$ cat config.mk
export PLATFORM = sky130hd
export DESIGN_NAME = fetm_trigger_mux
export DESIGN_NICKNAME = d
export VERILOG_FILES = /design/src/rtl/fetm_pkg.sv /design/src/rtl/fetm_route_reg.sv /design/src/rtl/fetm_route.sv /design/src/rtl/fetm_trigger_mux.sv
export SDC_FILE = /design/constraint.sdc
export NUM_CORES = 1
export LEC_CHECK = 0
export BUFFER_PORTS_ARGS = -buffer_cell sky130_fd_sc_hd__buf_2
export CORE_MARGIN = 1.5
export CORE_UTILIZATION = 48
export DETAILED_ROUTE_END_ITERATION = 10
export GPL_TIMING_DRIVEN = 0
export PLACE_DENSITY = 0.77
export RECOVER_POWER = 50
export SLEW_MARGIN = 15
export SYNTH_ARGS = -nofsm -noshare
export SYNTH_HDL_FRONTEND = slang
export SYNTH_SLANG_ARGS = --single-unit
$ cat constraint.sdc
create_clock -name clk_i -period 1.9 [get_ports clk_i]
set_input_delay 0.38 -clock clk_i [delete_from_list [all_inputs] [get_ports clk_i]]
set_output_delay 0.38 -clock clk_i [all_outputs]
set_load 0.02 [all_outputs]
$ cat src/rtl/fetm_pkg.sv
// Shared constants and helpers for the front end trigger mux block
package fetm_pkg;
	// Bus geometry
	localparam int unsigned FETM_ADR_W = 32;
	localparam int unsigned FETM_DAT_W = 32;
	localparam int unsigned FETM_SEL_W = 4;

	// Register byte addresses
	localparam logic [31:0] FETM_FE1_ROUTE_ADDR = 32'h0012_0004;
	localparam logic [31:0] FETM_FE2_ROUTE_ADDR = 32'h0012_0008;
	localparam logic [31:0] FETM_TRIG_COUNT_ADDR = 32'h0012_0040;

	// Route register layout
	localparam int unsigned FETM_REG_W = 14;
	localparam int unsigned FETM_PWM_UNITS = 4;
	localparam int unsigned FETM_FIRST_LSB = 0;
	localparam int unsigned FETM_SECOND_LSB = 4;
	localparam int unsigned FETM_FSYNC_LSB = 8;
	localparam int unsigned FETM_GSEL_LSB = 12;
	localparam int unsigned FETM_GSEL_W = 2;
	localparam int unsigned FETM_LOW_LANE_W = 8;

	// Reset values of the two route registers
	localparam logic [13:0] FETM_FE1_RESET = 14'h1000;
	localparam logic [13:0] FETM_FE2_RESET = 14'h2000;

	// Gain-shift comparison source codes
	localparam logic [1:0] FETM_GSEL_FILTER0 = 2'h0;
	localparam logic [1:0] FETM_GSEL_FILTER1 = 2'h1;
	localparam logic [1:0] FETM_GSEL_FILTER2 = 2'h2;

	// Trigger event counter layout in the count register
	localparam int unsigned FETM_CNT_W = 16;
	localparam int unsigned FETM_CNT2_LSB = 16;

	// OR of every trigger source whose routing enable is set
	function automatic logic fetm_route_any(
		input logic [13:0] route,
		input logic [3:0] fsync,
		input logic [3:0] first,
		input logic [3:0] second
	);
		logic [3:0] hits;
		hits = (route[FETM_FSYNC_LSB +: FETM_PWM_UNITS] & fsync)
			| (route[FETM_SECOND_LSB +: FETM_PWM_UNITS] & second)
			| (route[FETM_FIRST_LSB +: FETM_PWM_UNITS] & first);
		return |hits;
	endfunction
endpackage

$ cat src/rtl/fetm_route_reg.sv
// One front end route register with byte-lane writes
`timescale 1ns/1ps
module fetm_route_reg #(
	parameter logic [13:0] RESET_VAL = 14'h0000
) (
	input wire logic clk_i,
	input wire logic resetn_i,
	input wire logic ce_i,
	input wire logic wr_en_i,
	input wire logic [1:0] sel_i,
	input wire logic [fetm_pkg::FETM_REG_W-1:0] wdata_i,
	output logic [fetm_pkg::FETM_REG_W-1:0] value_o
);
	import fetm_pkg::*;

	typedef struct packed {
		logic [FETM_REG_W-1:0] value;
	} fetm_rreg_state_t;

	fetm_rreg_state_t state_reg;
	fetm_rreg_state_t state_next;

	// Merge the enabled byte lanes, every field read back as written
	always_comb begin
		state_next = state_reg;
		if (wr_en_i && sel_i[0]) begin
			state_next.value[FETM_LOW_LANE_W-1:0] =
				wdata_i[FETM_LOW_LANE_W-1:0];
		end
		if (wr_en_i && sel_i[1]) begin
			state_next.value[FETM_REG_W-1:FETM_LOW_LANE_W] =
				wdata_i[FETM_REG_W-1:FETM_LOW_LANE_W];
		end
	end

	// Reset loads the filter choice and clears every enable
	always_ff @(posedge clk_i or negedge resetn_i) begin
		if (!resetn_i) begin
			state_reg.value <= RESET_VAL;
		end else if (ce_i) begin
			state_reg <= state_next;
		end
	end

	assign value_o = state_reg.value;
endmodule

$ cat src/rtl/fetm_route.sv
// Trigger routing and nonlinear result selection for one front end
`timescale 1ns/1ps
module fetm_route #(
	parameter int unsigned CMP_W = 4
) (
	input wire logic clk_i,
	input wire logic resetn_i,
	input wire logic ce_i,
	input wire logic [fetm_pkg::FETM_REG_W-1:0] route_i,
	input wire logic [3:0] pwm_frame_sync_i,
	input wire logic [3:0] pwm_first_output_i,
	input wire logic [3:0] pwm_second_output_i,
	input wire logic [CMP_W-1:0] filter0_nonlinear_compare_i,
	input wire logic [CMP_W-1:0] filter1_nonlinear_compare_i,
	input wire logic [CMP_W-1:0] filter2_nonlinear_compare_i,
	output logic trigger_o,
	output logic [1:0] gain_shift_compare_source_o,
	output logic [CMP_W-1:0] nonlinear_compare_o
);
	import fetm_pkg::*;

	typedef struct packed {
		logic trigger;
		logic [FETM_GSEL_W-1:0] gsel;
		logic [CMP_W-1:0] cmp;
	} fetm_route_state_t;

	fetm_route_state_t state_reg;
	fetm_route_state_t state_next;
	logic [FETM_GSEL_W-1:0] gsel;

	assign gsel = route_i[FETM_GSEL_LSB +: FETM_GSEL_W];

	// Combine enabled triggers and pick the chosen filter's results
	always_comb begin
		state_next = state_reg;
		state_next.trigger = fetm_route_any(route_i, pwm_frame_sync_i,
			pwm_first_output_i, pwm_second_output_i);
		state_next.gsel = gsel;
		case (gsel)
			FETM_GSEL_FILTER0: state_next.cmp = filter0_nonlinear_compare_i;
			FETM_GSEL_FILTER1: state_next.cmp = filter1_nonlinear_compare_i;
			FETM_GSEL_FILTER2: state_next.cmp = filter2_nonlinear_compare_i;
			default: state_next.cmp = '0; // Undefined code gives no results
		endcase
	end

	// Output stage
	always_ff @(posedge clk_i or negedge resetn_i) begin
		if (!resetn_i) begin
			state_reg <= '0;
		end else if (ce_i) begin
			state_reg <= state_next;
		end
	end

	assign trigger_o = state_reg.trigger;
	assign gain_shift_compare_source_o = state_reg.gsel;
	assign nonlinear_compare_o = state_reg.cmp;
endmodule

$ cat src/rtl/fetm_trigger_mux.sv
// Top of the front end trigger mux: Wishbone slave, registers, routing
`timescale 1ns/1ps

module fetm_trigger_mux #(
	parameter int unsigned CMP_W = 4
) (
	input wire logic clk_i,
	input wire logic resetn_i,
	input wire logic ce_i,
	input wire logic wb_cyc_i,
	input wire logic wb_stb_i,
	input wire logic wb_we_i,
	input wire logic [fetm_pkg::FETM_ADR_W-1:0] wb_adr_i,
	input wire logic [fetm_pkg::FETM_SEL_W-1:0] wb_sel_i,
	input wire logic [fetm_pkg::FETM_DAT_W-1:0] wb_dat_i,
	output logic [fetm_pkg::FETM_DAT_W-1:0] wb_dat_o,
	output logic wb_ack_o,
	input wire logic [3:0] pwm_frame_sync_i,
	input wire logic [3:0] pwm_first_output_i,
	input wire logic [3:0] pwm_second_output_i,
	input wire logic [CMP_W-1:0] filter0_nonlinear_compare_i,
	input wire logic [CMP_W-1:0] filter1_nonlinear_compare_i,
	input wire logic [CMP_W-1:0] filter2_nonlinear_compare_i,
	output logic fe1_trigger_o,
	output logic fe2_trigger_o,
	output logic [1:0] fe1_gain_shift_compare_source_o,
	output logic [1:0] fe2_gain_shift_compare_source_o,
	output logic [CMP_W-1:0] fe1_nonlinear_compare_o,
	output logic [CMP_W-1:0] fe2_nonlinear_compare_o
);
	import fetm_pkg::*;

	typedef struct packed {
		logic ack;
		logic [FETM_DAT_W-1:0] rdata;
		logic [FETM_CNT_W-1:0] fe1_cnt;
		logic [FETM_CNT_W-1:0] fe2_cnt;
	} fetm_top_state_t;

	fetm_top_state_t state_reg;
	fetm_top_state_t state_next;

	logic req;
	logic wr_cycle;
	logic hit_fe1;
	logic hit_fe2;
	logic hit_cnt;
	logic [FETM_REG_W-1:0] fe1_route;
	logic [FETM_REG_W-1:0] fe2_route;
	logic fe1_trigger;
	logic fe2_trigger;

	// Address decode of the three words
	assign hit_fe1 = (wb_adr_i == FETM_FE1_ROUTE_ADDR);
	assign hit_fe2 = (wb_adr_i == FETM_FE2_ROUTE_ADDR);
	assign hit_cnt = (wb_adr_i == FETM_TRIG_COUNT_ADDR);

	// A new request is one not yet acknowledged
	assign req = wb_cyc_i && wb_stb_i && !state_reg.ack;

	// Writes land on the edge at which the master samples ack
	assign wr_cycle = wb_cyc_i && wb_stb_i && wb_we_i && state_reg.ack;

	// Front end 1 route register
	fetm_route_reg #(
		.RESET_VAL(FETM_FE1_RESET)
	) u_fe1_reg (
		.clk_i(clk_i),
		.resetn_i(resetn_i),
		.ce_i(ce_i),
		.wr_en_i(wr_cycle && hit_fe1),
		.sel_i(wb_sel_i[1:0]),
		.wdata_i(wb_dat_i[FETM_REG_W-1:0]),
		.value_o(fe1_route)
	);

	// Front end 2 route register
	fetm_route_reg #(
		.RESET_VAL(FETM_FE2_RESET)
	) u_fe2_reg (
		.clk_i(clk_i),
		.resetn_i(resetn_i),
		.ce_i(ce_i),
		.wr_en_i(wr_cycle && hit_fe2),
		.sel_i(wb_sel_i[1:0]),
		.wdata_i(wb_dat_i[FETM_REG_W-1:0]),
		.value_o(fe2_route)
	);

	// Front end 1 routing
	fetm_route #(
		.CMP_W(CMP_W)
	) u_fe1_route (
		.clk_i(clk_i),
		.resetn_i(resetn_i),
		.ce_i(ce_i),
		.route_i(fe1_route),
		.pwm_frame_sync_i(pwm_frame_sync_i),
		.pwm_first_output_i(pwm_first_output_i),
		.pwm_second_output_i(pwm_second_output_i),
		.filter0_nonlinear_compare_i(filter0_nonlinear_compare_i),
		.filter1_nonlinear_compare_i(filter1_nonlinear_compare_i),
		.filter2_nonlinear_compare_i(filter2_nonlinear_compare_i),
		.trigger_o(fe1_trigger),
		.gain_shift_compare_source_o(fe1_gain_shift_compare_source_o),
		.nonlinear_compare_o(fe1_nonlinear_compare_o)
	);

	// Front end 2 routing
	fetm_route #(
		.CMP_W(CMP_W)
	) u_fe2_route (
		.clk_i(clk_i),
		.resetn_i(resetn_i),
		.ce_i(ce_i),
		.route_i(fe2_route),
		.pwm_frame_sync_i(pwm_frame_sync_i),
		.pwm_first_output_i(pwm_first_output_i),
		.pwm_second_output_i(pwm_second_output_i),
		.filter0_nonlinear_compare_i(filter0_nonlinear_compare_i),
		.filter1_nonlinear_compare_i(filter1_nonlinear_compare_i),
		.filter2_nonlinear_compare_i(filter2_nonlinear_compare_i),
		.trigger_o(fe2_trigger),
		.gain_shift_compare_source_o(fe2_gain_shift_compare_source_o),
		.nonlinear_compare_o(fe2_nonlinear_compare_o)
	);

	// Bus answer, read mux and trigger counters
	always_comb begin
		state_next = state_reg;
		// Ack one cycle after the request, dropped the cycle after
		state_next.ack = req;
		if (req) begin
			state_next.rdata = '0; // Unmapped words read as zero
			if (hit_fe1) begin
				state_next.rdata[FETM_REG_W-1:0] = fe1_route;
			end else if (hit_fe2) begin
				state_next.rdata[FETM_REG_W-1:0] = fe2_route;
			end else if (hit_cnt) begin
				state_next.rdata = {state_reg.fe2_cnt, state_reg.fe1_cnt};
			end
		end
		// Clearing write on a count lane, a same-cycle trigger still counts
		if (wr_cycle && hit_cnt && (wb_sel_i[1:0] != 2'h0)) begin
			state_next.fe1_cnt = {{(FETM_CNT_W-1){1'b0}}, fe1_trigger};
		end else if (fe1_trigger) begin
			state_next.fe1_cnt = state_reg.fe1_cnt + 16'h0001;
		end
		if (wr_cycle && hit_cnt && (wb_sel_i[3:2] != 2'h0)) begin
			state_next.fe2_cnt = {{(FETM_CNT_W-1){1'b0}}, fe2_trigger};
		end else if (fe2_trigger) begin
			state_next.fe2_cnt = state_reg.fe2_cnt + 16'h0001;
		end
	end

	// State register, frozen while the clock enable is low
	always_ff @(posedge clk_i or negedge resetn_i) begin
		if (!resetn_i) begin
			state_reg <= '0;
		end else if (ce_i) begin
			state_reg <= state_next;
		end
	end

	assign wb_ack_o = state_reg.ack;
	assign wb_dat_o = state_reg.rdata;
	assign fe1_trigger_o = fe1_trigger;
	assign fe2_trigger_o = fe2_trigger;
endmodule

# Word level (Yosys, flattened, before mapping)
# Cells that the tools add are included.
# op_classes
mux,11
reduce_logical,29
n_bitwise,10
eq_ne,7
n_addsub,2
# ops
operator,n
equality test 32 x 21 -> 1 bit (second input constant),3
two-way mux 16 bit,4
two-way mux 18 bit,2
adder 16 x 1 -> 16 bit (second input constant),2
two-way mux 32 bit,1
two-way mux 14 bit,2
AND 4 bit,6
one-hot mux 4 bit (3 select lines),2
OR 4 bit,4
AND reduction 2 bit,7
logical AND 1 bit,13
nonzero test 2 bit,4
OR reduction 4 bit,2
equality test 2 x 1 -> 1 bit (second input constant),2
equality test 2 bit (second input constant),2
zero test 2 bit,2
zero test 1 bit,1
# word_totals
wordCells,73
regBits,107
output_inout_bits,47
in_bits,98

# Depth between registers and ports, before layout
# logic_depth
ltp_word,7
mapped_depth,7
ltp_nobuf,6

# Cells and area by module
# Synthesis repeated with hierarchy kept, for this count alone.
# hier_totals
hier_cells,491
hier_area_um2,5402.7
# modules_own_cells
module,area_each_um2,seq_area_each_um2,cells_each,n_inst
fetm_trigger_mux,3568.4,1626.6,357,1
fetm_route_reg,524.3,351.6,30,2
fetm_route,392.9,175.2,37,2

# Worst setup path after synthesis
# No wires, ideal clock.
# synth_path
path_kind,input to register
from,in wb_adr_i[8] (netlist bit)
to,reg u_fe1_reg.state_reg (netlist bit u_fe1_reg.value_o[0])
setup_ps,125
stages,6
required_ps,1775
n_path_buf,1
arrival_time_ps,2049
path_slack_ps,-274
path_cell_list,nor4_1 > nand4_1 > or2_1 > buf_6 > nor4_4 > mux2_2
# synth_via
elab_chain_cells,4
# synth_rtl
item,line_no,rtl
start: declaration,fetm_trigger_mux.sv:13,"input wire logic [fetm_pkg::FETM_ADR_W-1:0] wb_adr_i,"
equality test 32 x 21 -> 1 bit,fetm_trigger_mux.sv:54,assign hit_fe1 = (wb_adr_i == FETM_FE1_ROUTE_ADDR);
logical AND 1 bit,fetm_trigger_mux.sv:71,".wr_en_i(wr_cycle && hit_fe1),"
logical AND 1 bit,fetm_route_reg.sv:26,if (wr_en_i && sel_i[0]) begin
AND reduction 2 bit (no source line),--,
end signal: assignment,fetm_route_reg.sv:41,state_reg <= state_next;
end: declaration,fetm_route_reg.sv:20,fetm_rreg_state_t state_reg;
# Every way passes these cells.
# A chain may end at the register's enable or synchronous reset.

# Worst setup path after layout
# layout_path
from,reg state_reg (netlist bit wb_ack_o)
to,reg state_reg[14] (netlist bit)
# layout_via
elab_chain_cells,5
elab_cells_between_ends,6
cone_classes,1 x mux; 5 x reduce/logical
# layout_rtl
item,line_no,rtl
start: declaration,fetm_trigger_mux.sv:40,fetm_top_state_t state_reg;
start signal: assignment,fetm_trigger_mux.sv:161,state_reg <= state_next;
logical AND 1 bit (*),fetm_trigger_mux.sv:62,assign wr_cycle = wb_cyc_i && wb_stb_i && wb_we_i && state_reg.ack;
logical AND 1 bit (*) (2 in a row),fetm_trigger_mux.sv:149,if (wr_cycle && hit_cnt && (wb_sel_i[3:2] != 2'h0)) begin
nonzero test 2 bit (no source line),--,
AND reduction 2 bit (no source line),--,
# Every way passes the cells marked *; elsewhere a longest branch is shown, timed or not.

==> summary.md <==
| Metric | Value |
|---|---|
| Outcome | `finished with violations` |
| Failing checks | `negative setup slack` |
| Site Rows | `38` |
| WL/cell | `18.5 um` |
| Area of the multi-input gates | `2700 um2` |
| Number of synthesized register bits | `107` |
| # DRC | `0` |
| Post-layout nets | `approximately 750` |
| Crit Path Max Fanout | `6` |
| Clock tree buffer depth | `2` |
| Via count of the first global-routing pass | `4510` |
| Syn nets | `581` |
| Initial antenna violation count | `0` |
| Top FF cell, synth | `dfrtp_1` |
| Number of vias in the routed layout | `4575` |
| Pre-antenna DRT Iters | `5` |
| First-pass GRT wire length | `around 22 mm` |
| Worst Setup Path Type | `reg2reg` |
| GRT met2 Usage | `41.2%` |
| Post-Place Cell Area | `6350 um2` |
| Htree depth | `3` |
| FF-to-FF End | `state_reg[14]` |
| Die Y | `109 um` |
| Cell count after synthesis | `481` |
| Fmax | `494 MHz` |
| CP Capture Point | `state_reg[14]` |
| Die W | `109 um` |
| Largest net degree at the start of global routing | `56` |
| Clock latency on the worst-skew pair | `0.37 ns` |
| Unique masters post-synth | `51` |
| Final wirelength | `14.6 mm` |
| Setup violators final | `30` |
| Setup crit end kind | `flop` |
| GRT overflow | `0` |
| Leak | `~3.5 nW` |
| Synth warn | `0` |
| Max-cap violations | `0` |
| Post-route cell area | `7120 um2` |
| Layout area overhead | `32.6%` |
| Crit path required time | `2.16 ns` |
| Vias per cell | `roughly 5.8` |
| Finished Core Util | `~65%` |
| Inserted Clock Buffers | `9` |
| Gr busiest metal | `met2` |
| CTS tree | `done` |
| I/O Buffers | `~130` |
| Max-slew headroom | `21.3%` |
| Diodes inserted | `0` |
| Startpoint Class | `flop` |
| Gpl congestion | `0.884` |
| Share of post-route cells with drive strength above 1 | `approximately 43%` |
| Initial Utilization | `49.3%` |
| Fin crit share | `107%` |
| Dpl hpwl | `10.1 mm` |
| Synthesized area | `5370 um2` |
| Pwr/cell area | `666 nW/um2` |
| Clk slew on worst S/H paths | `around 0.1 ns` |
| Syn_area_per_cell | `between 10 and 15 um2` |
| Commonest non-fill, non-tap cell in the layout | `buf_2` |
| Most frequent cells in the layout | `buf_2, dfrtp_1, buf_4, nor2_1, a22o_1` |
| Count of flip-flops with a built-in enable after synthesis | `0` |
| Critical Path AT | `approximately 2.3 ns` |
| Core area | `10900 um2` |
| Die area | `11800 um2` |
| Seq/Total Area, Yosys | `49.9%` |
| Critical Path Source | `wb_ack_o` |
| Antenna-violating nets left | `0` |
| Worst Setup Slack, final | `-0.124 ns` |
| Clock root cell | `clkbuf_8` |
| Clock tree sinks | `approximately 110` |
| Final Slew Violations | `0` |
| Global-route usage over all layers | `between 20% and 30%` |
| Final TNS setup | `-1.65 ns` |
| Ys async rst share | `100%` |
| Final Hold Viols | `0` |
| Layout fillers | `slightly above 800` |
| HP Class | `in2reg` |
| Total power | `0.00474 W` |
| FF+latch area | `2680 um2` |
| Worst IR Drop VDD | `0.498 mV` |
| R2R setup slack | `-0.12 ns` |
| DR iter-0 viols | `385` |
| Clock Skew | `0.00552 ns` |
| Io pins | `145` |
| Unrepaired setup endpoints after global routing | `true` |
| R2r worst-path depth | `6` |
| GR Util met1 | `31.7%` |
| Worst slew pin tran | `1.18 ns` |
| Min cycle time layout | `2.02 ns` |
| Worst reg2reg path startpoint | `wb_ack_o` |
| Met3 GRT Util | `3.35%` |
==> worst max-delay path, cell delays in order, from the launching register on <==
cell     delay, ns
dfrtp_2       0.37
nand4_1       0.18
or3_1         0.37
buf_6         0.15
o41a_4        0.45
and3_4        0.17
a211o_1       0.22
==> where the power goes <==
group	total, W	internal [W]	switching [W]
Clock	0.00156	0.000778	0.000786
Sequential	0.00255	0.00240	0.000158
Combinational	0.000624	0.000258	0.000366
Total	0.00474	0.00343	0.00131
==> cell families after synthesis <==
family                   share of synthesized area [%]
XOR/XNOR                                          3.10
AO/OA/AOI/OAI                                     14.5
buffers and inverters                             6.08
multiplexers                                      8.21
AND/OR/NAND/NOR                                   17.7
flip-flops                                        49.9
adder cells (fa/ha/maj)                          0.466
==> layer usage <==
metal,vias to the layer above,routed length (um)
li1,2093,-
met5,-,0
met1,2275,6120
met4,0,295
met2,182,7380
met3,25,837
==> metrics by stage <==
stage | hold WS [ns] | instances | setup slack (ns)
2_1_floorplan | 0.0844 | 481 | -0.268
3_5_place_dp | 0.360 | 748 | -0.900
3_3_place_gp | 0.492 | 747 | -0.866
5_1_grt | 0.240 | 792 | -0.171
6_report | 0.247 | 792 | -0.124
4_1_cts | 0.241 | 785 | -0.0981
==> final cells by class <==
cell class	count	area share, %
multi-input combinational	324	37.9
sequential	107	37.7
timing repair buffer	155	13.8
buffer	48	4.91
tap	140	2.46
clock buffer	10	1.93
clock inverter	6	1.25
inverter	2	0.105
==> worst min path at each step <==
stage | startpoint | to | slack [ns] | cells past startpoint
after floorplan | resetn_i | state_reg[0] | 0.08 | 0
after global placement | wb_dat_o[31] | wb_dat_o[31] | 0.49 | 1
after detailed placement | resetn_i | wb_dat_o[17] | 0.36 | 1
after CTS | wb_dat_i[5] | u_fe2_reg.value_o[5] | 0.24 | 2
after global routing | wb_dat_i[1] | u_fe2_reg.value_o[1] | 0.24 | 2
final | wb_dat_i[1] | u_fe2_reg.value_o[1] | 0.25 | 2
==> synthesized netlist by cell type (all sizes together), types with 4 or more instances <==
cell / count / area share (%)
a221oi: 6 / 0.98
xnor2: 6 / 0.98
or4: 4 / 0.63
nand4: 11 / 1.4
a221o: 14 / 2.6
clkbuf: 10 / 0.70
and2: 16 / 1.9
dfrtp: 105 / 49
nor2b: 4 / 0.47
or3: 7 / 0.82
a21oi: 20 / 1.9
nor4: 13 / 2.7
xor2: 13 / 2.1
nor3: 7 / 0.75
nand2: 21 / 1.5
buf: 38 / 5.2
nor2: 50 / 3.7
and3: 6 / 0.70
a22o: 39 / 6.4
mux2i: 8 / 1.5
mux2: 32 / 6.7
nand3: 20 / 1.9
==> repair_timing <==
item	4_1_cts	5_1_grt
resized for setup	30	27
buffers inserted	20	7
hold endpoints to repair	50	0
gates cloned	0	0
hold buffers	1	0
pin swaps	15	16
endpoints found under the setup margin	88	58
No activity file was read; power rests on OpenSTA's default activity.
